<file path="src/rtl/bvi_pkg.sv">
// Package with constants shared by both ends of the vectored interrupt link.
package bvi_pkg;
	localparam int CLK_PERIOD_NS = 8;
	localparam int STROBE_TO_ACK_NS = 150;
	localparam int STROBE_TO_ACK_CYC = (STROBE_TO_ACK_NS + CLK_PERIOD_NS - 1) / CLK_PERIOD_NS;
	localparam int VECTOR_SETTLE_NS = 125;
	localparam int VECTOR_SETTLE_CYC = VECTOR_SETTLE_NS / CLK_PERIOD_NS;
	localparam int VECTOR_RELEASE_NS = 100;
	localparam int VECTOR_RELEASE_CYC = VECTOR_RELEASE_NS / CLK_PERIOD_NS;
	localparam int REPLY_LIMIT_NS = 10000;
	localparam int REPLY_LIMIT_CYC = REPLY_LIMIT_NS / CLK_PERIOD_NS;
	localparam int CNT_W = 12;
	localparam logic [15:0] VECTOR_LIMIT = 16'h0200;
	localparam logic [2:0] PRIO_RESET = 3'h7;
	localparam logic [15:0] PS_RESET = 16'h00E0;
	localparam int PRIO_LSB = 5;
	localparam logic [1:0] LEVEL_FOUR = 2'h0;
	localparam logic [1:0] LEVEL_FIVE = 2'h1;
	localparam logic [1:0] LEVEL_SIX = 2'h2;
	localparam logic [1:0] LEVEL_SEVEN = 2'h3;
endpackage

</file>
<file path="src/rtl/bvi_link_if.sv">
// Interface joining the processor end and one peripheral end of the interrupt link.
`timescale 1ns/10ps
`default_nettype none
interface bvi_link_if;
	logic        input_strobe;
	logic        ack_chain_out;
	logic        ack_chain_in;
	logic        reply_strobe;
	logic [3:0]  req_proc;
	logic [3:0]  req_periph;
	logic [15:0] muxed_addr_data_lines;
	logic        data_oe_n;
	logic        pass_on;

	modport cpu (
		output input_strobe,
		output ack_chain_out,
		input  reply_strobe,
		input  req_proc,
		input  muxed_addr_data_lines
	);
	modport periph (
		input  input_strobe,
		input  ack_chain_in,
		output pass_on,
		output reply_strobe,
		output req_periph,
		input  req_proc,
		output muxed_addr_data_lines,
		output data_oe_n
	);
endinterface
`default_nettype wire

</file>
<file path="src/rtl/bvi_cpu.sv">
// Processor end: grants acknowledges, reads vectors, and steps the handler entry and return.
// Contract
// - Requester drives level 4, own level, seven adds six.
// - Request only with enable and a condition.
// - Request lines held until acknowledged.
// - Acknowledge only above priority, between instructions.
// - Strobe first, chain output 150 ns later.
// - Idle peripheral passes acknowledge down the chain.
// - Four-level requester checks its higher lines.
// - No higher line: block chain on strobe edge.
// - Higher line active: withdraw and pass on.
// - Single-level requester blocks without checking lines.
// - Winner replies and drives its vector.
// - Vector stable within 125 ns of reply.
// - Capture vector, then drop strobe and chain.
// - Peripheral drops reply, releases data in 100 ns.
// - Reply within 10 us of acknowledge.
// - Vector points to handler address and status word.
// - Entry pushes PC and status; return restores.
// - Nearest equal-level requester wins.
// - Position-dependent: own level plus four only.
`timescale 1ns/10ps
`default_nettype none
module bvi_cpu
	import bvi_pkg::*;
(
	input  wire logic        core_clk_i,
	input  wire logic        reset_n_i,
	bvi_link_if.cpu          link,
	input  wire logic        instr_done_i,
	input  wire logic        bus_idle_i,
	input  wire logic [15:0] pc_i,
	input  wire logic        mem_ack_i,
	input  wire logic [15:0] mem_rdata_i,
	input  wire logic        return_from_interrupt_i,
	output logic             mem_req_o,
	output logic             mem_write_o,
	output logic [15:0]      mem_addr_o,
	output logic [15:0]      mem_wdata_o,
	output logic [15:0]      new_pc_o,
	output logic             new_pc_valid_o,
	output logic [15:0]      processor_status_word_o,
	output logic [15:0]      vector_o,
	output logic             vector_error_o,
	output logic             timeout_o
);
	typedef enum logic [3:0] {
		BVI_IDLE, BVI_STROBE, BVI_WAIT, BVI_SETTLE, BVI_PUSH_PS, BVI_PUSH_PC,
		BVI_FETCH_PC, BVI_FETCH_PS, BVI_POP_PC, BVI_POP_PS
	} bvi_cstate_t;
	bvi_cstate_t state;
	logic [1:0] reply_sync;
	logic [3:0] lines_sync0;
	logic [3:0] lines_sync;
	logic [CNT_W-1:0] cnt;
	logic [15:0] sp;
	logic [15:0] saved_pc;
	// The request lines come from other clocked logic on the backplane side.
	// They pass two flip-flops before the level encoder reads them.
	// The highest active line sets the level offered against the priority field.
	wire [2:0] req_level = lines_sync[3] ? 3'h7 : lines_sync[2] ? 3'h6 :
		lines_sync[1] ? 3'h5 : lines_sync[0] ? 3'h4 : 3'h0;
	wire [2:0] cur_prio = processor_status_word_o[PRIO_LSB +: 3];
	wire grant_ok = (req_level > cur_prio) & instr_done_i & bus_idle_i;
	assign mem_write_o = (state == BVI_PUSH_PS) | (state == BVI_PUSH_PC);
	assign mem_req_o = (state == BVI_PUSH_PS) | (state == BVI_PUSH_PC) | (state == BVI_FETCH_PC) |
		(state == BVI_FETCH_PS) | (state == BVI_POP_PC) | (state == BVI_POP_PS);
	// Stack pushes write one word below the stack pointer.
	// The pointer moves only when the memory answers, so a stalled word is simply held.
	always_comb begin
		mem_addr_o = sp;
		mem_wdata_o = 16'h0;
		case (state)
			BVI_PUSH_PS: begin
				mem_addr_o = sp - 16'h2;
				mem_wdata_o = processor_status_word_o;
			end
			BVI_PUSH_PC: begin
				mem_addr_o = sp - 16'h2;
				mem_wdata_o = saved_pc;
			end
			BVI_FETCH_PC: mem_addr_o = vector_o;
			BVI_FETCH_PS: mem_addr_o = vector_o + 16'h2;
			BVI_POP_PS: mem_addr_o = sp + 16'h2;
			default: mem_addr_o = sp;
		endcase
	end
	always_ff @(posedge core_clk_i) begin
		if (!reset_n_i) begin
			reply_sync <= 2'h0;
			lines_sync0 <= 4'h0;
			lines_sync <= 4'h0;
		end else begin
			reply_sync <= {reply_sync[0], link.reply_strobe};
			lines_sync0 <= link.req_proc;
			lines_sync <= lines_sync0;
		end
	end
	always_ff @(posedge core_clk_i) begin
		if (!reset_n_i) begin
			state <= BVI_IDLE;
			cnt <= '0;
			sp <= 16'h1000;
			saved_pc <= 16'h0;
			link.input_strobe <= 1'b0;
			link.ack_chain_out <= 1'b0;
			vector_o <= 16'h0;
			vector_error_o <= 1'b0;
			timeout_o <= 1'b0;
			new_pc_o <= 16'h0;
			new_pc_valid_o <= 1'b0;
			processor_status_word_o <= PS_RESET;
		end else begin
			new_pc_valid_o <= 1'b0;
			timeout_o <= 1'b0;
			case (state)
				BVI_IDLE: begin
					if (return_from_interrupt_i) begin
						state <= BVI_POP_PC;
					end else if (grant_ok) begin
						link.input_strobe <= 1'b1;
						saved_pc <= pc_i;
						cnt <= CNT_W'(STROBE_TO_ACK_CYC - 1);
						state <= BVI_STROBE;
					end
				end
				// The strobe stands alone for the full lead time before the chain output rises.
				BVI_STROBE: begin
					if (cnt == '0) begin
						link.ack_chain_out <= 1'b1;
						cnt <= CNT_W'(REPLY_LIMIT_CYC);
						state <= BVI_WAIT;
					end else begin
						cnt <= cnt - 1'b1;
					end
				end
				// A chain that never replies is abandoned after the reply limit.
				BVI_WAIT: begin
					if (reply_sync[1]) begin
						cnt <= CNT_W'(VECTOR_SETTLE_CYC);
						state <= BVI_SETTLE;
					end else if (cnt == '0) begin
						link.input_strobe <= 1'b0;
						link.ack_chain_out <= 1'b0;
						timeout_o <= 1'b1;
						state <= BVI_IDLE;
					end else begin
						cnt <= cnt - 1'b1;
					end
				end
				// The vector is sampled only after the settle time has passed.
				BVI_SETTLE: begin
					if (cnt == '0) begin
						vector_o <= link.muxed_addr_data_lines;
						vector_error_o <= (link.muxed_addr_data_lines >= VECTOR_LIMIT);
						link.input_strobe <= 1'b0;
						link.ack_chain_out <= 1'b0;
						state <= BVI_PUSH_PS;
					end else begin
						cnt <= cnt - 1'b1;
					end
				end
				BVI_PUSH_PS: if (mem_ack_i) begin
					sp <= sp - 16'h2;
					state <= BVI_PUSH_PC;
				end
				BVI_PUSH_PC: if (mem_ack_i) begin
					sp <= sp - 16'h2;
					state <= BVI_FETCH_PC;
				end
				BVI_FETCH_PC: if (mem_ack_i) begin
					new_pc_o <= mem_rdata_i;
					state <= BVI_FETCH_PS;
				end
				BVI_FETCH_PS: if (mem_ack_i) begin
					processor_status_word_o <= mem_rdata_i;
					new_pc_valid_o <= 1'b1;
					state <= BVI_IDLE;
				end
				BVI_POP_PC: if (mem_ack_i) begin
					new_pc_o <= mem_rdata_i;
					state <= BVI_POP_PS;
				end
				BVI_POP_PS: if (mem_ack_i) begin
					processor_status_word_o <= mem_rdata_i;
					sp <= sp + 16'h4;
					new_pc_valid_o <= 1'b1;
					state <= BVI_IDLE;
				end
				default: state <= BVI_IDLE;
			endcase
		end
	end
endmodule // bvi_cpu
`default_nettype wire

</file>
<file path="src/flat_wrapper.sv">
// flat-port wrapper written by rule: the top's interface ports become plain ports
module bvi_cpu_flat import bvi_pkg::*;
  (core_clk_i, reset_n_i, instr_done_i, bus_idle_i, pc_i, mem_ack_i, mem_rdata_i, return_from_interrupt_i, mem_req_o, mem_write_o, mem_addr_o, mem_wdata_o, new_pc_o, new_pc_valid_o, processor_status_word_o, vector_o, vector_error_o, timeout_o, link_input_strobe, link_ack_chain_out, link_reply_strobe, link_req_proc, link_muxed_addr_data_lines);
  bvi_link_if link_i ();
  input  wire logic core_clk_i;
  input  wire logic reset_n_i;
  input  wire logic instr_done_i;
  input  wire logic bus_idle_i;
  input  wire logic [15:0] pc_i;
  input  wire logic mem_ack_i;
  input  wire logic [15:0] mem_rdata_i;
  input  wire logic return_from_interrupt_i;
  output logic mem_req_o;
  output logic mem_write_o;
  output logic [15:0] mem_addr_o;
  output logic [15:0] mem_wdata_o;
  output logic [15:0] new_pc_o;
  output logic new_pc_valid_o;
  output logic [15:0] processor_status_word_o;
  output logic [15:0] vector_o;
  output logic vector_error_o;
  output logic timeout_o;
  output wire logic [$bits(link_i.input_strobe)-1:0] link_input_strobe;
  output wire logic [$bits(link_i.ack_chain_out)-1:0] link_ack_chain_out;
  input wire logic [$bits(link_i.reply_strobe)-1:0] link_reply_strobe;
  input wire logic [$bits(link_i.req_proc)-1:0] link_req_proc;
  input wire logic [$bits(link_i.muxed_addr_data_lines)-1:0] link_muxed_addr_data_lines;
  assign link_input_strobe = link_i.input_strobe;
  assign link_ack_chain_out = link_i.ack_chain_out;
  assign link_i.reply_strobe = link_reply_strobe;
  assign link_i.req_proc = link_req_proc;
  assign link_i.muxed_addr_data_lines = link_muxed_addr_data_lines;
  bvi_cpu u_core (.core_clk_i(core_clk_i), .reset_n_i(reset_n_i), .link(link_i), .instr_done_i(instr_done_i), .bus_idle_i(bus_idle_i), .pc_i(pc_i), .mem_ack_i(mem_ack_i), .mem_rdata_i(mem_rdata_i), .return_from_interrupt_i(return_from_interrupt_i), .mem_req_o(mem_req_o), .mem_write_o(mem_write_o), .mem_addr_o(mem_addr_o), .mem_wdata_o(mem_wdata_o), .new_pc_o(new_pc_o), .new_pc_valid_o(new_pc_valid_o), .processor_status_word_o(processor_status_word_o), .vector_o(vector_o), .vector_error_o(vector_error_o), .timeout_o(timeout_o));
endmodule
</file>
<file path="config.mk">
export PLATFORM = sky130hd
export DESIGN_NAME = bvi_cpu_flat
export DESIGN_NICKNAME = d
export VERILOG_FILES = /design/src/rtl/bvi_pkg.sv /design/src/rtl/bvi_link_if.sv /design/src/rtl/bvi_cpu.sv /design/src/flat_wrapper.sv
export SDC_FILE = /design/constraint.sdc
export NUM_CORES = 1
export LEC_CHECK = 0
export BUFFER_PORTS_ARGS = -buffer_cell sky130_fd_sc_hd__clkbuf_2
export CAP_MARGIN = 20
export CORE_MARGIN = 2
export CORE_UTILIZATION = 59
export CTS_CLUSTER_SIZE = 28
export DETAILED_ROUTE_END_ITERATION = 10
export GPL_TIMING_DRIVEN = 0
export PLACE_DENSITY = 0.86
export SLEW_MARGIN = 20
export SYNTH_ARGS = -nofsm -noshare
export SYNTH_HDL_FRONTEND = slang
export SYNTH_SLANG_ARGS = --single-unit
</file>
<file path="constraint.sdc">
create_clock -name core_clk_i -period 6.8 [get_ports core_clk_i]
set_input_delay 0.68 -clock core_clk_i [delete_from_list [all_inputs] [get_ports core_clk_i]]
set_output_delay 0.68 -clock core_clk_i [all_outputs]
set_load 0.01 [all_outputs]
</file>
# ---- After elaboration in Yosys (flattened, before gate mapping)
# Index checks and enable logic that the tools add are counted.
dict set report op_classes {
  mux 38
  shifts 0
  order_cmp 2
  eq_ne 23
  reduce_logical 20
  n_bitwise 10
  multipliers 0
  n_div 0
  n_addsub 5
}
# cell count
set op_table {}
lappend op_table {{16-bit case mux with 2 select lines} 2}
lappend op_table {{16-bit case mux with 4 select lines} 1}
lappend op_table {{12-bit 2-to-1 mux} 5}
lappend op_table {{12-bit case mux with 4 select lines} 1}
lappend op_table {{4-bit 2-to-1 mux} 11}
lappend op_table {{4-bit case mux with 9 select lines} 1}
lappend op_table {{16-bit by 2-bit adder with 16-bit output (second input constant)} 2}
lappend op_table {{16-bit 2-to-1 mux} 2}
lappend op_table {{16-bit by 3-bit adder with 16-bit output (second input constant)} 1}
lappend op_table {{4-bit by 3-bit == test with 1-bit output (second input constant)} 4}
lappend op_table {{16-bit by 10-bit greater-or-equal comparator with 1-bit output (second input constant)} 1}
lappend op_table {{16-bit by 2-bit subtractor with 16-bit output (second input constant)} 1}
lappend op_table {{2-bit inequality test (second input constant)} 7}
lappend op_table {{12-bit zero test} 1}
lappend op_table {{3-bit 2-to-1 mux} 4}
lappend op_table {{3-bit AND reduction} 4}
lappend op_table {{12-bit by 1-bit subtractor with 12-bit output (second input constant)} 1}
lappend op_table {{2-bit by 1-bit inequality test with 1-bit output (second input constant)} 5}
lappend op_table {{1-bit 2-to-1 mux} 9}
lappend op_table {{9-bit AND reduction} 1}
lappend op_table {{4-bit by 2-bit == test with 1-bit output (second input constant)} 2}
lappend op_table {{4-bit == test (second input constant)} 2}
lappend op_table {{2-bit AND reduction} 4}
lappend op_table {{1-bit case mux with 3 select lines} 2}
lappend op_table {{14 further kinds} 24}
dict set report totals {
  latchBits 0
  in_bits 59
  mem_bits_rw 0
  romBits 0
  memories 0
  regBits 111
}

# ---- Depth between registers and ports, before layout
dict set report logic_depth {
  depth_word 10
  depth_mapped 13
  depth_no_buf 9
}

# ---- Worst setup path before layout
# No wires, ideal clock.
dict set report synth_timing {
  path_type {reg-to-output}
  startpoint {reg u_core.state[2]}
  endpoint {out mem_addr_o[7]}
  path_slack_ns 3.455
  path_stages_with_launch 14
  path_buffers 4
  t_arrival_ns 2.665
  path_cell_list {dfxtp_1 -> clkbuf_1 -> nand4bb_1 -> clkbuf_1 -> clkbuf_1 -> buf_1 -> nand2_1 -> o21ai_1 -> ha_1 -> nand4_1 -> nor2_1 -> xnor2_1 -> mux2_2 -> o211ai_1}
}
dict set report synth_between {
  elab_chain_cells 3
  word_cells_on_any_way 7
}
# item line
set synth_rtl {}
lappend synth_rtl {{from (decl)} bvi_cpu.sv:51} ;# bvi_cstate_t state;
lappend synth_rtl {{from (signal assigned)} bvi_cpu.sv:101} ;# state <= BVI_IDLE;
lappend synth_rtl {{from (signal assigned)} bvi_cpu.sv:119} ;# state <= BVI_POP_PC;
lappend synth_rtl {{from (signal assigned)} bvi_cpu.sv:124} ;# state <= BVI_STROBE;
lappend synth_rtl {{4-bit by 3-bit == test with 1-bit output} bvi_cpu.sv:73} ;# case (state)
lappend synth_rtl {{2-bit OR reduction (no source line)} --}
lappend synth_rtl {{16-bit case mux with 4 select lines (*)} bvi_cpu.sv:73}
lappend synth_rtl {{to (decl)} flat_wrapper.sv:15} ;# output logic [15:0] mem_addr_o;
# Mark *: on every way between the ends. The rest lies on a longest branch, timed or not.

# ---- Worst setup path in the final report
dict set report layout_timing {
  startpoint {reg u_core.state[2]}
  endpoint {out mem_addr_o[13]}
}
# Same word-level chain as after synthesis.

==> out/qor.yml <==
maxCapViolCount: 0
yosys_warnings: 0
slew_violations: 0
ir_drop_mv: 0.630
fin_area_sq_mm: 0.00732
hpwl_mm: 14.3
synth_edf_count: 0
dieArea_sq_mm: 0.0114
cts_max_level: 3
die_y_um: 107
skew_ns: 0.0117
synthDistinctLibCells: 68
crit_type: "reg2out"
synthCells: 803
hold_violations: 0
outcome: "completed"
final-setup-viol-count: 0
power_switching_uw: 956
drc: 0
post_dp_cell_area_sq_mm: 0.00711
grt_overflow: 0
synth_commonest_cells: "110 x dfxtp_1, 91 x nand2_1, 82 x nor2_1"
cp-start-kind: "register"
cts_tree: "built"
syn-num-nets: 873
synth-seq-cells: 110
initial_core_util_pct: 60.5
fin_tns_setup_ns: 0
yosysMostFrequentCell: "dfxtp_1"
slew_headroom_pct: 31.6
grt_pass1_wl_mm: 30.2
grt_start_max_net_pins: 22
final_core_util_pct: 71.2
crit_family: "buffers and inverters"
numCtsBuffers: 9
hold_path.class: "reg2reg"
antenna_found_initial: 0
die_x_um: 107
p_seq_share_pct: 36.0
synth-async-reset-ratio_pct: 0
yosys.area.top_type: "dfxtp_1"
ant_nets: 0
crit_buf_inv: 5
wl_mm: 19.2
dr.pass1.iters: 6
layout.nets: 1028
cts.sinks: 110
cp_slowest_cell: "clkbuf_1"
grtUsageTotal_pct: 33.0
ys_seq_area_share_pct: 35.4
post_cts_buffers: 0
path_clk_slew_ns: 0.11
slowest_delay_ns: 0.43
critPathArrivalTime_ns: 4.03
synth_top_area_share_pct: 35.4
vias: 6801
combPwrFrac_pct: 46.0
required_ns: 6.12
root_buffer: "clkbuf_8"
grt_pass1_vias: 5971
n_antenna_cell: 0
cts_hold_buf: 0
leakagePower_nw: 3.03
clock_power_share_pct: 18.0
yosys-top-cells-area: "dfxtp_1 35%, a21oi_1 6.4%, mux2i_1 6.3%"
cts_max_path_buffers: 2
path_cells: "clkbuf_1 > nand4bb_1 > clkbuf_1 > clkbuf_1 > buf_1 > nand2_1 > o21ai_1 > ha_1 > nand4_1 > nor4_1 > mux2i_1 > xnor2_1 > o221ai_1 > clkbuf_2"
syn_area_sq_mm: 0.00622
insertion_delay_ns: 0.38
area_growth_pct: 17.7
worst_pin_slew_ns: 1.02
port_buffers: 144
synth_ff_type: "dfxtp_1"
worst_setup_path_end_kind: "primary output"
drive_gt1_share_pct: 18.4
intPower_mw: 1.23
core.rowCount: 37
io_pins: 146
cts_resized: 0
fin_crit_sh_pct: 69.3
viasPerCell: 6.19
core_area_sq_mm: 0.0103
fmax_ghz: 0.212
powerDensity_mw_per_mm2: 299
drtIter0Drc: 763
fin_crit_ns: 4.71
rsz0062_at_grt: "no"
wl_per_cell_um: 17.5
switching_share_pct: 43.7
cpMostUsedCell: "clkbuf_1"
avgSynthCellArea_sq_um: 7.74
gp_congestion: 1.03
crit_fanout: 10
[power groups by stage]
| stage | Combinational [mW] | Clock [mW] | Sequential [mW] |
|---|---|---|---|
| 2_1_floorplan | 0.722 | 0 | 0.788 |
| 3_3_place_gp | 0.964 | 0 | 0.793 |
| 3_5_place_dp | 0.971 | 0 | 0.797 |
| 4_1_cts | 0.980 | 0.398 | 0.783 |
| 5_1_grt | 1.10 | 0.425 | 0.795 |
| 6_report | 1.01 | 0.393 | 0.787 |
[layer usage]
metal	global-route usage [%]	part of all wire, %
met2	54.1	47
met1	45.2	42
met4	10.2	2.1
met5	0	0
met3	4.68	9.2
[final cells by class]
type                    count  area [sq um]
multi-input cells         609          3700
fillers                   900          2960
flip-flops and latches    110          2200
repair buffers            144           721
plain buffers              64           245
well taps                 136           170
clock buffers               9           124
clock inverters             7          78.8
inverters                  20          75.1
[per-stage QoR]
stage / setup slack (ns) / instances / hold slack [ns] / total power [mW]
after floorplan: 3.45 / 803 / 0.412 / 1.51
after global placement: 2.66 / 1083 / 0.416 / 1.76
after detailed placement: 2.67 / 1083 / 0.422 / 1.77
after CTS: 2.24 / 1099 / 0.448 / 2.16
after global routing: 1.75 / 1099 / 0.459 / 2.32
final: 2.09 / 1099 / 0.444 / 2.19
[cell usage in the layout, fill, tap and decap left out, types with 5 or more instances in the layout]
cell,Yosys,final
nor2b_1,7,7
nor4_1,10,10
xor2_1,7,7
clkbuf_2,0,144
inv_1,15,15
buf_1,9,9
a31oi_1,7,7
o21ai_0,21,21
a21oi_1,80,80
dfxtp_1,110,110
mux2i_1,39,39
clkbuf_8,0,9
nand2_1,91,91
nand3_1,44,44
a22o_1,16,16
or3_1,9,9
nand4_1,9,9
o211ai_1,7,7
nor3_1,18,17
clkbuf_1,51,51
xnor2_1,22,22
o21ai_1,18,18
nor2_1,82,82
and2_1,14,14
or4_1,8,8
o221ai_1,5,5
a221oi_1,5,5
ha_1,11,11
o22ai_1,5,5
[logic make-up (layout without fill, tap and decap cells)]
group | Yosys count | in the layout | synth area share [%]
mux | 41 | 41 | 6.64
compound gates | 205 | 205 | 20.9
xor+xnor | 29 | 29 | 4.08
simple gates | 323 | 323 | 25.6
fa+ha+maj | 11 | 11 | 2.21
buf+inv | 84 | 244 | 5.15
flops | 110 | 110 | 35.4
[worst register-to-register path, cell delays in order (launching register included)]
cell and delay, ns:
dfxtp_1 0.32, or2_2 0.30, or3_1 0.32, ha_1 0.30
nor2_1 0.04, a31oi_1 0.23, and4_1 0.22, clkbuf_1 0.55
buf_2 0.43, mux2i_1 0.25, nor2_1 0.05
[worst paths after layout]
check                         from                   end  slack [ns]  depth (start not counted)
max reg2reg   u_core.lines_sync[2]   u_core.saved_pc[14]        3.68                         10
min          u_core.lines_sync0[1]  u_core.lines_sync[1]        0.44                          1
max                u_core.state[2]        mem_addr_o[13]        2.09                         14
min reg2reg  u_core.lines_sync0[1]  u_core.lines_sync[1]        0.44                          1
[state kept, by name, summed over array words and instances (netlist names), 2 cells and up]
register                        flops
u_core.cnt                         12
u_core.saved_pc                    16
u_core.lines_sync                   4
u_core.reply_sync                   2
u_core.sp                          15
u_core.processor_status_word_o     16
u_core.new_pc_o                    16
u_core.lines_sync0                  4
u_core.vector_o                    16
u_core.state                        4
No activity file was read; power rests on OpenSTA's default activity.
